[src/sirq_consts.svh]
// Purpose: Constants for the serialized interrupt host controller.
// Assumes: One clock, the bus clock of the serial interrupt line.
// Notes: Counts are in clocks of that bus clock.
//
// Contract
// RULE_01 - Quiet idle: agent pulls low one clock
// RULE_02 - No start frame while cycle runs
// RULE_03 - Host holds low 3-7 more, drives high
// RULE_04 - Slave starts frame on input change
// RULE_05 - Continuous mode: only host opens start
// RULE_06 - Host may idle or restart after stop
// RULE_07 - Mode changes in stop; reset is continuous
// RULE_08 - Stop width: two quiet, three continuous
// RULE_09 - Next start two clocks after stop rise
// RULE_10 - Only host drives stop frames
// RULE_11 - Slaves count three-clock data frames
// RULE_12 - Slave pulls low in sample if low
// RULE_13 - Slave drives high in recovery after low
// RULE_14 - Slave releases in turn-around, always reports
// RULE_15 - Slot n samples 3n-1 clocks after rise
// RULE_16 - Slot 3 irq2 or sysmgmt, slot 14 irq13
// RULE_17 - Enable bits route sysmgmt to slot/pin
// RULE_18 - Drive and sample on rising clock edge
// RULE_19 - Bus reset releases line, continuous mode
// RULE_20 - Host runs first cycle, defaults before it
// RULE_21 - Host runs at least seventeen data frames
// RULE_22 - Delay end-of-interrupt by cycle latency
// RULE_23 - Stop pulse two or three clocks long
// RULE_24 - Slaves silent in slot 1, beyond 16
`ifndef SIRQ_CONSTS_SVH
`define SIRQ_CONSTS_SVH

`define SIRQ_EXTRA_MIN 3'h3
`define SIRQ_EXTRA_MAX 3'h7
`define SIRQ_FRAMES_MIN 6'h11
`define SIRQ_FRAME_W 6
`define SIRQ_SLOTS 16
`define SIRQ_LAST_SLOT 6'h10
`define SIRQ_STOP_QUIET_CNT 3'h1
`define SIRQ_STOP_CONT_CNT 3'h2
`define SIRQ_LEVELS_RESET 16'hFFFF

`endif

[src/sirq_pkg.sv]
// Purpose: Types for the serialized interrupt host controller.
// Assumes: Constants header is on the include path.
// Notes: None.
`include "sirq_consts.svh"

package sirq_pkg;

    typedef enum logic [2:0] {
        ST_IDLE,
        ST_START,
        ST_START_HI,
        ST_FRAMES,
        ST_STOP,
        ST_STOP_HI,
        ST_TURN
    } sirq_state_t;

    typedef struct packed {
        sirq_state_t state;
        logic [2:0] lowCnt;
        logic [1:0] phase;
        logic [`SIRQ_FRAME_W-1:0] frame;
        logic [`SIRQ_SLOTS-1:0] levels;
        logic lineOut;
        logic lineOe;
        logic levelsValid;
        logic busy;
        logic quiet;
        logic firstDone;
    } sirq_regs_t;

endpackage : sirq_pkg

[src/sirq_host.sv]
// Purpose: Host end of the serialized interrupt line.
// Assumes: Line is synchronous to clock, pulled up outside.
// Notes: Line drive is a registered output with enable.
// Notes: Line input is same-clock logic, so it takes no synchroniser.
`timescale 1ns/1ps
`default_nettype none
`include "sirq_consts.svh"

module sirq_host (
    input wire logic clock,
    input wire logic nrst,
    input wire logic serIrqIn,
    output logic serIrqOut,
    output logic serIrqOe,
    input wire logic startRequest,
    input wire logic quietEnable,
    input wire logic [2:0] startExtra,
    input wire logic [`SIRQ_FRAME_W-1:0] frameCount,
    output logic [`SIRQ_SLOTS-1:0] irqLevels,
    output logic levelsValid,
    output logic cycleBusy,
    output logic quietActive
);

    // ********************************************************
    // State
    // ********************************************************
    sirq_pkg::sirq_regs_t s;
    sirq_pkg::sirq_regs_t next_s;
    logic [2:0] extra;
    logic [`SIRQ_FRAME_W-1:0] frames;
    logic [3:0] slotIdx;

    localparam sirq_pkg::sirq_regs_t RESET_REGS = '{
        state: sirq_pkg::ST_IDLE,
        lowCnt: 3'h0,
        phase: 2'h0,
        frame: '0,
        levels: `SIRQ_LEVELS_RESET,
        lineOut: 1'b1,
        lineOe: 1'b0,
        levelsValid: 1'b0,
        busy: 1'b0,
        quiet: 1'b0,
        firstDone: 1'b0
    };

    // ********************************************************
    // Settings clamp
    // ********************************************************
    // Below-minimum settings would shorten the start or the cycle
    always_comb
    begin
        extra = startExtra;
        if (startExtra < `SIRQ_EXTRA_MIN)
        begin
            extra = `SIRQ_EXTRA_MIN; // RULE_03
        end
        frames = frameCount;
        if (frameCount < `SIRQ_FRAMES_MIN)
        begin
            frames = `SIRQ_FRAMES_MIN; // RULE_21
        end
        slotIdx = 4'(s.frame - 6'h01);
    end

    // ********************************************************
    // Frame decode
    // ********************************************************
    logic lastFrame;
    logic slotInRange;
    always_comb
    begin
        lastFrame = (s.frame == frames);
        slotInRange = (s.frame >= 6'h02) && (s.frame <= `SIRQ_LAST_SLOT);
    end

    // ********************************************************
    // Cycle sequencer
    // ********************************************************
    always_comb
    begin
        next_s = s;
        next_s.levelsValid = 1'b0;
        unique case (s.state)
            sirq_pkg::ST_IDLE:
            begin
                next_s.lineOe = 1'b0;
                if (!s.firstDone || startRequest)
                begin
                    // Host opens in either mode
                    next_s.state = sirq_pkg::ST_START; // RULE_05 RULE_06 RULE_20
                    next_s.lineOe = 1'b1;
                    next_s.lineOut = 1'b0;
                    next_s.lowCnt = extra;
                end
                else if (s.quiet && !serIrqIn)
                begin
                    // Raw line: a one-clock slave pulse must not be lost
                    // Slave pulled low one clock; take over next clock
                    next_s.state = sirq_pkg::ST_START; // RULE_01
                    next_s.lineOe = 1'b1;
                    next_s.lineOut = 1'b0;
                    next_s.lowCnt = 3'(extra - 3'h1); // RULE_03
                end
            end
            sirq_pkg::ST_START:
            begin
                // Count down the remaining low clocks
                if (s.lowCnt == 3'h0)
                begin
                    next_s.state = sirq_pkg::ST_START_HI;
                    next_s.lineOut = 1'b1; // RULE_03
                end
                else
                begin
                    next_s.lowCnt = 3'(s.lowCnt - 3'h1);
                end
            end
            sirq_pkg::ST_START_HI:
            begin
                // Rising edge of start pulse is clock 0
                next_s.state = sirq_pkg::ST_FRAMES;
                next_s.lineOe = 1'b0; // RULE_03
                next_s.phase = 2'h2;
                next_s.frame = '0;
                next_s.firstDone = 1'b1;
            end
            sirq_pkg::ST_FRAMES:
            begin
                unique case (s.phase)
                    2'h0:
                    begin
                        // Sample clock 3n-1 of slot n
                        if (slotInRange)
                        begin
                            next_s.levels[slotIdx] = serIrqIn; // RULE_15 RULE_16 RULE_18
                        end
                        next_s.phase = 2'h1;
                    end
                    2'h1:
                    begin
                        next_s.phase = 2'h2;
                    end
                    default:
                    begin
                        if (lastFrame)
                        begin
                            // Stop width carries next cycle's mode
                            next_s.state = sirq_pkg::ST_STOP; // RULE_10
                            next_s.lineOe = 1'b1;
                            next_s.lineOut = 1'b0;
                            next_s.quiet = quietEnable; // RULE_07
                            next_s.lowCnt = quietEnable ? `SIRQ_STOP_QUIET_CNT
                                                        : `SIRQ_STOP_CONT_CNT; // RULE_23
                        end
                        else
                        begin
                            next_s.phase = 2'h0;
                            next_s.frame = `SIRQ_FRAME_W'(s.frame + 6'h01);
                        end
                    end
                endcase
            end
            sirq_pkg::ST_STOP:
            begin
                if (s.lowCnt == 3'h0)
                begin
                    next_s.state = sirq_pkg::ST_STOP_HI;
                    next_s.lineOut = 1'b1;
                end
                else
                begin
                    next_s.lowCnt = 3'(s.lowCnt - 3'h1);
                end
            end
            sirq_pkg::ST_STOP_HI:
            begin
                // Release after one high clock; turn clock follows
                next_s.state = sirq_pkg::ST_TURN;
                next_s.lineOe = 1'b0;
            end
            sirq_pkg::ST_TURN:
            begin
                // Start may follow after one idle clock, no earlier
                next_s.state = sirq_pkg::ST_IDLE; // RULE_09 RULE_02
                next_s.levelsValid = 1'b1; // RULE_22
            end
            default:
            begin
                next_s = RESET_REGS;
            end
        endcase
        next_s.busy = (next_s.state != sirq_pkg::ST_IDLE);
    end

    // Synchronous reset also stands for the bus reset
    always_ff @(posedge clock)
    begin
        if (!nrst)
        begin
            s <= RESET_REGS; // RULE_19
        end
        else
        begin
            s <= next_s;
        end
    end

    // ********************************************************
    // Outputs
    // ********************************************************
    // Every output is a register bit of the state
    assign serIrqOut = s.lineOut;
    assign serIrqOe = s.lineOe;
    assign irqLevels = s.levels;
    assign levelsValid = s.levelsValid;
    assign cycleBusy = s.busy;
    assign quietActive = s.quiet;

endmodule : sirq_host
`default_nettype wire

[config.mk]
export PLATFORM = sky130hd
export DESIGN_NAME = sirq_host
export DESIGN_NICKNAME = d
export VERILOG_FILES = /design/src/sirq_pkg.sv /design/src/sirq_host.sv
export VERILOG_INCLUDE_DIRS = /design/src
export SDC_FILE = /design/constraint.sdc
export NUM_CORES = 1
export LEC_CHECK = 0
export BUFFER_PORTS_ARGS = -buffer_cell sky130_fd_sc_hd__buf_2
export CAP_MARGIN = 0
export CORE_AREA = 2 2 72 74
export CTS_CLUSTER_DIAMETER = 40
export DETAILED_ROUTE_END_ITERATION = 10
export DIE_AREA = 0 0 74 76
export GPL_ROUTABILITY_DRIVEN = 0
export PLACE_DENSITY = 0.74
export SYNTH_ARGS = -nofsm -noshare
export SYNTH_HDL_FRONTEND = slang
export SYNTH_SLANG_ARGS = --single-unit
export TNS_END_PERCENT = 10
[constraint.sdc]
create_clock -name clock -period 2.08 [get_ports clock]
set_input_delay 0.416 -clock clock [delete_from_list [all_inputs] [get_ports clock]]
set_output_delay 0.416 -clock clock [all_outputs]
set_load 0.01 [all_outputs]
==> run metrics, run 1 <==
sequential area share after synthesis=0.2958; slowest CP cell=dfxtp_1; Post-synth ARST share=0; clk slew on worst S/H paths=~0.08 ns; Core Util, Final=0.5680; design area=roughly 2800 um^2; routed vias/inst=5.525; layer with the highest usage=met2; die area=5624 um^2; drt total wl=roughly 5700 um; met3 Usage GRT=0.04365; area delta synth->final=14.54%; CTS root buffer=clkbuf_8; CP Cell Sequence=nor2b_1, nand4b_1, a32oi_4, a41o_2, nand2_1, a21boi_0; FF+latch count, synth=36; Tcrit/Tclk final=0.9412; core area=a little under 5000 um^2; ys flop type=dfxtp_1; yosys warns=0; VDD IR max=0.5254 mV; Syn Inst Count=301; share of post-route cells with drive strength above 1=0.2395; Pint=1581 uW; switching share of power=0.3584; Tightest Pin Transition=0.4489 ns; NetSw=between 800 and 900 uW; Worst Setup Start Kind=flip-flop; multi-input combinational cell area=1456 um^2; clock network fraction of total power=0.253; Num CTS Buffers=5; PD cells=around 880 nW/um^2; Filler cells=466; setup_tns=0 ns; Leak Pwr=approximately 0.0010 uW; Peak Freq=approximately 510 MHz; Placed Area=~2700 um^2; max_slew headroom=0.7007; worst-path fanout max=10; FF/Latch Area=between 700 and 800 um^2; syn_area_per_cell=a little over 8 um^2; ant diodes=0; Max Cap Viol=0; fin crit period=approximately 2 ns; CTS Sinks=36; row count=26; drt drc=0; CP max stage delay=about 0.46 ns; routed len/inst=between 10 and 15 um; GRT overflow=0; global-route wire length before repair=roughly 9400 um; vias=around 2,200; Netlist cell types=57; drt pass-1 iters=5; num ports=35; WP buf/inv=0; mapped cell area=~2400 um^2; Worst Setup End Kind=flip-flop; status=complete, no violations; met2 usage=0.3527; WP data arrival=between 2 and 2.5 ns; clk_skew=0.01085 ns; Comb pwr share=0.401; Die Height=between 70 and 80 um; Die W=between 70 and 80 um; I/O Buffers=34; HPWL Detailed=about 4200 um; Final nets=~360; Min-Delay Path Class=in -> reg; ANT nets after route=0; Global Route Usage Sum=0.2099; CTS max path bufs=2; largest net degree at the start of global routing=27; vias in the first global route=around 2,000; final setup vio count=0; final hold violation count=0; delay-heaviest family, CP=compound AO/OA/AOI/OAI gates; M1 GR Usage=0.2694; htree depth=2; Post-synth EDFFs=0; initial antenna violation count=0; Initial Util=0.4959; DRT iter0 DRCs=roughly 230; crit path kind=reg -> reg; Flop pwr share=0.346; syn nets=323; RSZ-0062 raised after global routing=false; Slew Limit Fails=0; TritonCTS clock tree=built; worst-skew pair later-pin latency=approximately 0.30 ns; Crit path required time=between 2 and 2.5 ns
[Yosys cell counts, drive strengths merged (3+ instances only)]
cell type	n	area share
dfxtp	36	0.30
nor2	32	0.049
buf	27	0.077
a21oi	23	0.052
nor2b	20	0.051
o21ai	20	0.041
nand2	19	0.029
mux2i	16	0.066
inv	14	0.022
ha	8	0.041
nand3	6	0.012
o22ai	6	0.015
clkbuf	5	0.0077
or3	5	0.013
nand2b	4	0.010
nand4	4	0.016
o31ai	4	0.012
and2	3	0.0077
o211ai	3	0.0092
xor2	3	0.011
[layout by cell type (no fill, tap or decap), types with 14 or more instances in the layout]
master	count
buf_4	22
inv_1	14
dfxtp_1	34
nor2_1	31
mux2i_1	16
nand2_1	19
a21oi_1	22
o21ai_0	20
buf_2	34
nor2b_1	20
[worst paths after layout]
check | startpoint | endpoint | slack (ns) | depth (start not counted)
worst max-delay path | s[26]$_SDFFE_PN0P_ | s[22]$_SDFFE_PN0P_ | 0.12 | 6
worst max register to register | s[26]$_SDFFE_PN0P_ | s[22]$_SDFFE_PN0P_ | 0.12 | 6
worst min register to register | s[32]$_SDFFE_PN0P_ | s[32]$_SDFFE_PN0P_ | 0.46 | 2
worst min-delay path | quietEnable | quietActive$_SDFFE_PN0P_ | 0.39 | 3
[area by class of cell]
type	count	area share
inverter	15	0.02018
clock inverter	3	0.01525
sequential	36	0.2592
timing repair buffer	57	0.1274
tap	70	0.03139
multi-input combinational	218	0.5220
clock buffer	5	0.02466
[sequential cells by signal (all words and copies together), names as in the netlist]
register,cells
cycleBusy,1
irqLevels,16
levelsValid,1
quietActive,1
s,15
serIrqOe,1
serIrqOut,1
[what timing repair did]
| action | in CTS | in global routing |
|---|---|---|
| hold buffers | 0 | 0 |
| buffers inserted | 0 | 0 |
| setup endpoints to repair | 0 | 16 |
| gates resized for setup | 0 | 3 |
[power by group through the flow]
stage / Sequential, uW / Combinational (uW) / Clock [uW]
after floorplan: 844 / 695 / 0
after global placement: 864 / 948 / 0
after detailed placement: 867 / 976 / 0
after CTS: 851 / 980 / 637
after global routing: 863 / 1090 / 661
final: 852 / 988 / 624
[cell families after synthesis]
logic type	Yosys count	synth area share
simple gates	105	0.2286
fa+ha+maj	8	0.04109
xor+xnor	5	0.01798
buf+inv	47	0.1073
mux	16	0.06574
flops	36	0.2958
compound gates	84	0.2435
[through the flow]
step	hold slack (ns)	cells	setup slack [ns]	power (uW)
after floorplan	0.4347	301	0.1092	1539
after global placement	0.4470	396	0.06122	1811
after detailed placement	0.4559	396	-0.008724	1843
after CTS	0.3868	404	0.07162	2468
after global routing	0.4374	404	0.02789	2617
final	0.3868	404	0.1223	2464
[metal layers]
metal / wire, um / vias up / share of wire
li1: - / 1123 / -
met1: 2576 / 1047 / 0.45
met2: 2874 / 55 / 0.50
met3: 214 / 7 / 0.037
met4: 75 / 0 / 0.013
met5: 0 / - / 0
[tightest hold or removal path, stage by stage]
cell and delay (ns):
buf_2 0.10, nand4_1 0.07, o21ai_0 0.07
Power figures use the tool's default switching activity.
==> run 2: changes to the inputs <==
--- a/config.mk
+++ b/config.mk
@@ -9,7 +9,7 @@
 export BUFFER_PORTS_ARGS = -buffer_cell sky130_fd_sc_hd__buf_2
 export CAP_MARGIN = 0
 export CORE_AREA = 2 2 72 74
-export CTS_CLUSTER_DIAMETER = 40
+export CTS_CLUSTER_DIAMETER = 100
 export DETAILED_ROUTE_END_ITERATION = 10
 export DIE_AREA = 0 0 74 76
 export GPL_ROUTABILITY_DRIVEN = 0
==> constraint.sdc (replaced) <==
create_clock -name clock -period 2.08 [get_ports clock]
set_input_delay 0 -clock clock [delete_from_list [all_inputs] [get_ports clock]]
set_output_delay 0 -clock clock [all_outputs]
set_load 0.01 [all_outputs]
==> run 2 against run 1 <==
Compared with the run above: routed wire length decreased by 5.1%; die area unchanged; clock skew decreased by 0.0049 ns; sequential cell count unchanged; power decreased by 3.6%; non-clock buffer count decreased by 8; critical endpoint is now irqLevels[3]$_SDFFE_PN1P_; via count decreased by 1.8%; clock power decreased by 3%; combinational power decreased by 12%; final area decreased by 2.2%.
==> run metrics, run 2 (synthesis results as in run 1) <==
Flop pwr share=0.379; crit path kind=reg -> reg; routed len/inst=13.76 um; TritonCTS clock tree=built; Design Power=between 2000 and 2500 uW; Tightest Pin Transition=between 0.5 and 0.6 ns; global-route wire length before repair=just over 9000 um; drt drc=0; routed vias/inst=between 5 and 6; Worst Setup End Kind=flip-flop; CTS Sinks=36; Die Height=between 70 and 80 um; DRT iter0 DRCs=200; Slew Limit Fails=0; Largest register FFs=16; Levels on crit path=6; PD cells=~870 nW/um^2; Crit path required time=2.30 ns; clock network fraction of total power=0.256; vias in the first global route=1,999; setup_tns=0 ns; CTS max path bufs=2; worst-case reg-to-reg path depth=6; drt total wl=approximately 5400 um; status=complete, no violations; Pint=~1500 uW; worst-skew pair later-pin latency=about 0.29 ns; most frequent cells in the layout=dfxtp_1 (34), buf_2 (34), nor2_1 (31); RSZ-0062 raised after global routing=false; ant diodes=0; num ports=35; WP buf/inv=0; Filler cells=467; ANT nets after route=0; Num CTS Buffers=5; switching share of power=0.3547; Tcrit/Tclk final=0.9640; Comb pwr share=0.365; Reg-to-Reg End=irqLevels[3]$_SDFFE_PN1P_; post-CTS setup buffer count=0; die area=about 5600 um^2; VDD IR max=0.8627 mV; Global Route Usage Sum=0.2032; Min-Delay Path Class=in -> reg; Max Cap Viol=0; Leak Pwr=0.001010 uW; crit path launch=s[24]$_SDFFE_PN0P_; R2R Setup Slk=between 0.07 and 0.08 ns; CP Cell Sequence=o41ai_1, o311a_1, nor2_1, or2_2, a21oi_1, mux2i_1; core area=just under 5000 um^2; fin crit period=2.005 ns; I/O Buffers=34; final setup vio count=0; NetSw=around 840 uW; Initial Util=0.4959; slowest CP cell=dfxtp_1; Peak Freq=roughly 500 MHz; clk slew on worst S/H paths=around 0.070 ns; WP data arrival=2.22 ns; drt pass-1 iters=7; Critical R2R Launch=s[24]$_SDFFE_PN0P_; largest net degree at the start of global routing=24; Final nets=approximately 350; CP max stage delay=between 0.4 and 0.5 ns; clk_skew=between 0.005 and 0.006 ns; row count=26; # placed instances=387; vias=approximately 2,200; area delta synth->final=12.02%; Setup crit end=irqLevels[3]$_SDFFE_PN1P_; final hold violation count=0; GRT overflow=0; CTS root buffer=clkbuf_8; delay-heaviest family, CP=compound AO/OA/AOI/OAI gates; max_slew headroom=0.6149; htree depth=2; initial antenna violation count=0; worst-path fanout max=11; Die W=~74 um; Finished Layout Cells=396; share of post-route cells with drive strength above 1=0.2147; Worst Setup Start Kind=flip-flop; HPWL Detailed=between 3000 and 4000 um
## run 2: power by group through the flow
stage               sequential, uW  combinational [uW]  clock, uW
global route                   919                 964        661
detailed placement             913                 852          0
floorplan                      844                 695          0
global placement               908                 837          0
CTS                            897                 861        622
finish                         901                 866        607
## run 2: worst min-delay path by stage
stage | cells after the start | to | startpoint
floorplan | 2 | quietActive$_SDFFE_PN0P_ | quietEnable
global placement | 3 | quietActive$_SDFFE_PN0P_ | quietEnable
detailed placement | 3 | quietActive$_SDFFE_PN0P_ | quietEnable
CTS | 2 | s[30]$_SDFFE_PN0P_ | nrst
global route | 2 | s[23]$_SDFFE_PN0P_ | nrst
finish | 2 | s[23]$_SDFFE_PN0P_ | nrst
## run 2: through the flow
step	hold WS (ns)	instance area (um^2)	util	worst slack, ns
after global placement	0.2778	2606	0.5306	0.1646
after global routing	0.09015	2729	0.5555	0.002561
final	0.08925	2729	0.5555	0.07489
after detailed placement	0.2856	2606	0.5306	0.1045
after CTS	0.08201	2724	0.5545	0.08635
after floorplan	0.1433	2436	-	0.2321
## run 2: layer usage
layer	vias up	wire, um	GRT usage
li1	1104	-	-
met1	1007	2441	0.2653
met2	76	2658	0.3330
met3	4	318	0.05423
met4	0	30	0.04364
met5	-	0	0
## run 2: what timing repair did
action,in CTS,in global routing
endpoints found under the setup margin,0,8
endpoints found under the hold margin,1,0
resized for setup,0,3
hold buffers,1,0
## run 2: layout make-up
type                    instances  area [um^2]  area share
well taps                      70        87.58     0.03210
flip-flops and latches         36        723.2      0.2650
repair buffers                 49        297.8      0.1091
multi-input cells             218         1456      0.5337
inverters                      15        56.30     0.02063
clock inverters                 2        35.03     0.01284
clock buffers                   6        72.57     0.02659
==> run 3: changes to the inputs <==
--- a/config.mk
+++ b/config.mk
@@ -13,7 +13,7 @@
 export DETAILED_ROUTE_END_ITERATION = 10
 export DIE_AREA = 0 0 74 76
 export GPL_ROUTABILITY_DRIVEN = 0
-export PLACE_DENSITY = 0.74
+export PLACE_DENSITY = 0.77
 export SYNTH_ARGS = -nofsm -noshare
 export SYNTH_HDL_FRONTEND = slang
 export SYNTH_SLANG_ARGS = --single-unit
==> run 3 against run 2 <==
Compared with the run above: die area unchanged; largest cell class unchanged; critical path type unchanged; clock power decreased by 18%; routed wire length increased by 0.77%; sequential power decreased by 2%; sequential cell count unchanged; largest power group is now combinational logic; power decreased by 3.1%.
==> run metrics, run 3 (synthesis results as in run 1) <==
Die Height=between 70 and 80 um; Min-Delay Path Class=in -> reg; Peak Freq=524.3 MHz; WP data arrival=between 2 and 2.5 ns; Hold Crit Start=nrst; clk slew on worst S/H paths=around 0.080 ns; Worst Setup End Kind=flip-flop; I/O Buffers=34; ANT nets after route=0; row count=26; Max Cap Viol=0; most common cell after layout, fill and taps aside=buf_2; crit path launch=s[22]$_SDFFE_PN0P_; CTS max path bufs=2; Core Util, Final=0.5548; Flop pwr share=0.385; Finished Layout Cells=398; routed vias/inst=approximately 5.5; clock network fraction of total power=0.216; Leak Pwr=between 0.001 and 0.0015 uW; # placed instances=between 300 and 400; share of post-route cells with drive strength above 1=0.2287; core area=4912 um^2; CTS root buffer=clkbuf_8; switching share of power=0.3761; Pint=approximately 1400 uW; hold slack=0.08084 ns; RSZ-0062 raised after global routing=false; status=complete, no violations; Slew Limit Fails=0; htree depth=2; drt pass-1 iters=4; Global Route Usage Sum=0.2064; fin crit period=roughly 1.9 ns; final hold violation count=0; TritonCTS clock tree=built; area delta synth->final=11.86%; clk_skew=just under 0.008 ns; NetSw=865.2 uW; num ports=35; final setup vio count=0; worst-case reg-to-reg path depth=5; PD cells=roughly 840 nW/um^2; CTS Sinks=36; Initial Util=0.4959; Largest register FFs=16; most frequent cells in the layout=buf_2 (34), nor2_1 (32), dfxtp_1 (31); Critical R2R Launch=s[22]$_SDFFE_PN0P_; Filler cells=between 400 and 500; setup_tns=0 ns; Worst Setup Start Kind=flip-flop; drt total wl=approximately 5500 um; WHS Path Cells=3; initial antenna violation count=0; routed len/inst=between 10 and 15 um; vias=approximately 2,200; Tcrit/Tclk final=0.9170; GRT overflow=0; VDD IR max=approximately 0.68 mV; Tightest Pin Transition=~0.5 ns; die area=between 5000 and 6000 um^2; Crit path required time=2.26 ns; max_slew headroom=0.6668; R2R Setup Slk=0.17 ns; drt drc=0; Design Power=around 2300 uW; largest net degree at the start of global routing=34; worst-path fanout max=8; Die W=between 70 and 80 um; global-route wire length before repair=~9300 um; DRT iter0 DRCs=a little under 200; HPWL Detailed=between 3000 and 4000 um; Comb pwr share=0.399; Num CTS Buffers=5; Final nets=between 300 and 400; crit path kind=reg -> reg; ant diodes=0; vias in the first global route=roughly 2,200; worst-skew pair later-pin latency=between 0.2 and 0.3 ns
## run 3: per-stage QoR
stage / worst slack, ns / instance area, um^2
final: 0.1726 / 2725
after global routing: 0.02942 / 2725
after CTS: 0.08729 / 2719
after detailed placement: 0.1016 / 2621
after global placement: 0.2040 / 2621
after floorplan: 0.2321 / 2436
## run 3: worst max-delay path: stages (launching register included)
cell and delay (ns):
dfxtp_2 0.36, or4_4 0.55, a32oi_4 0.26, nand4_4 0.21, o21a_1 0.22, o221a_1 0.20
## run 3: final timing paths
kind	to
setup / recovery	s[30]$_SDFFE_PN0P_
hold / removal	irqLevels[11]$_SDFFE_PN1P_
setup reg to reg	s[30]$_SDFFE_PN0P_
hold reg to reg	s[32]$_SDFFE_PN0P_
## run 3: final cells by class
| type | count | area, um^2 | area share |
|---|---|---|---|
| tap | 70 | 87.58 | 0.03214 |
| clock buffer | 5 | 68.82 | 0.02525 |
| sequential | 36 | 726.9 | 0.2668 |
| clock inverter | 3 | 18.77 | 0.006887 |
| timing repair buffer | 51 | 312.8 | 0.1148 |
| multi-input combinational | 218 | 1454 | 0.5335 |
| inverter | 15 | 56.30 | 0.02066 |
## run 3: timing repair
item | in CTS | in global routing
endpoints found under the hold margin | 1 | 0
hold buffers | 1 | 0
gates resized for setup | 0 | 5
setup endpoints to repair | 0 | 12
buffers inserted | 0 | 0
## run 3: routing by layer
layer	global-route usage	vias to the layer above	share of wire	wire, um
met1	0.2560	1022	0.45	2461
met4	0.07455	0	0.014	78
li1	-	1111	-	-
met2	0.3429	65	0.49	2697
met5	0	-	0	0
met3	0.04762	8	0.046	253
## run 3: power groups by stage
stage	sequential [uW]	combinational [uW]	clock, uW
4_1_cts	879	914	505
6_report	886	918	497
2_1_floorplan	844	695	0
3_3_place_gp	892	889	0
5_1_grt	898	1020	536
3_5_place_dp	893	908	0
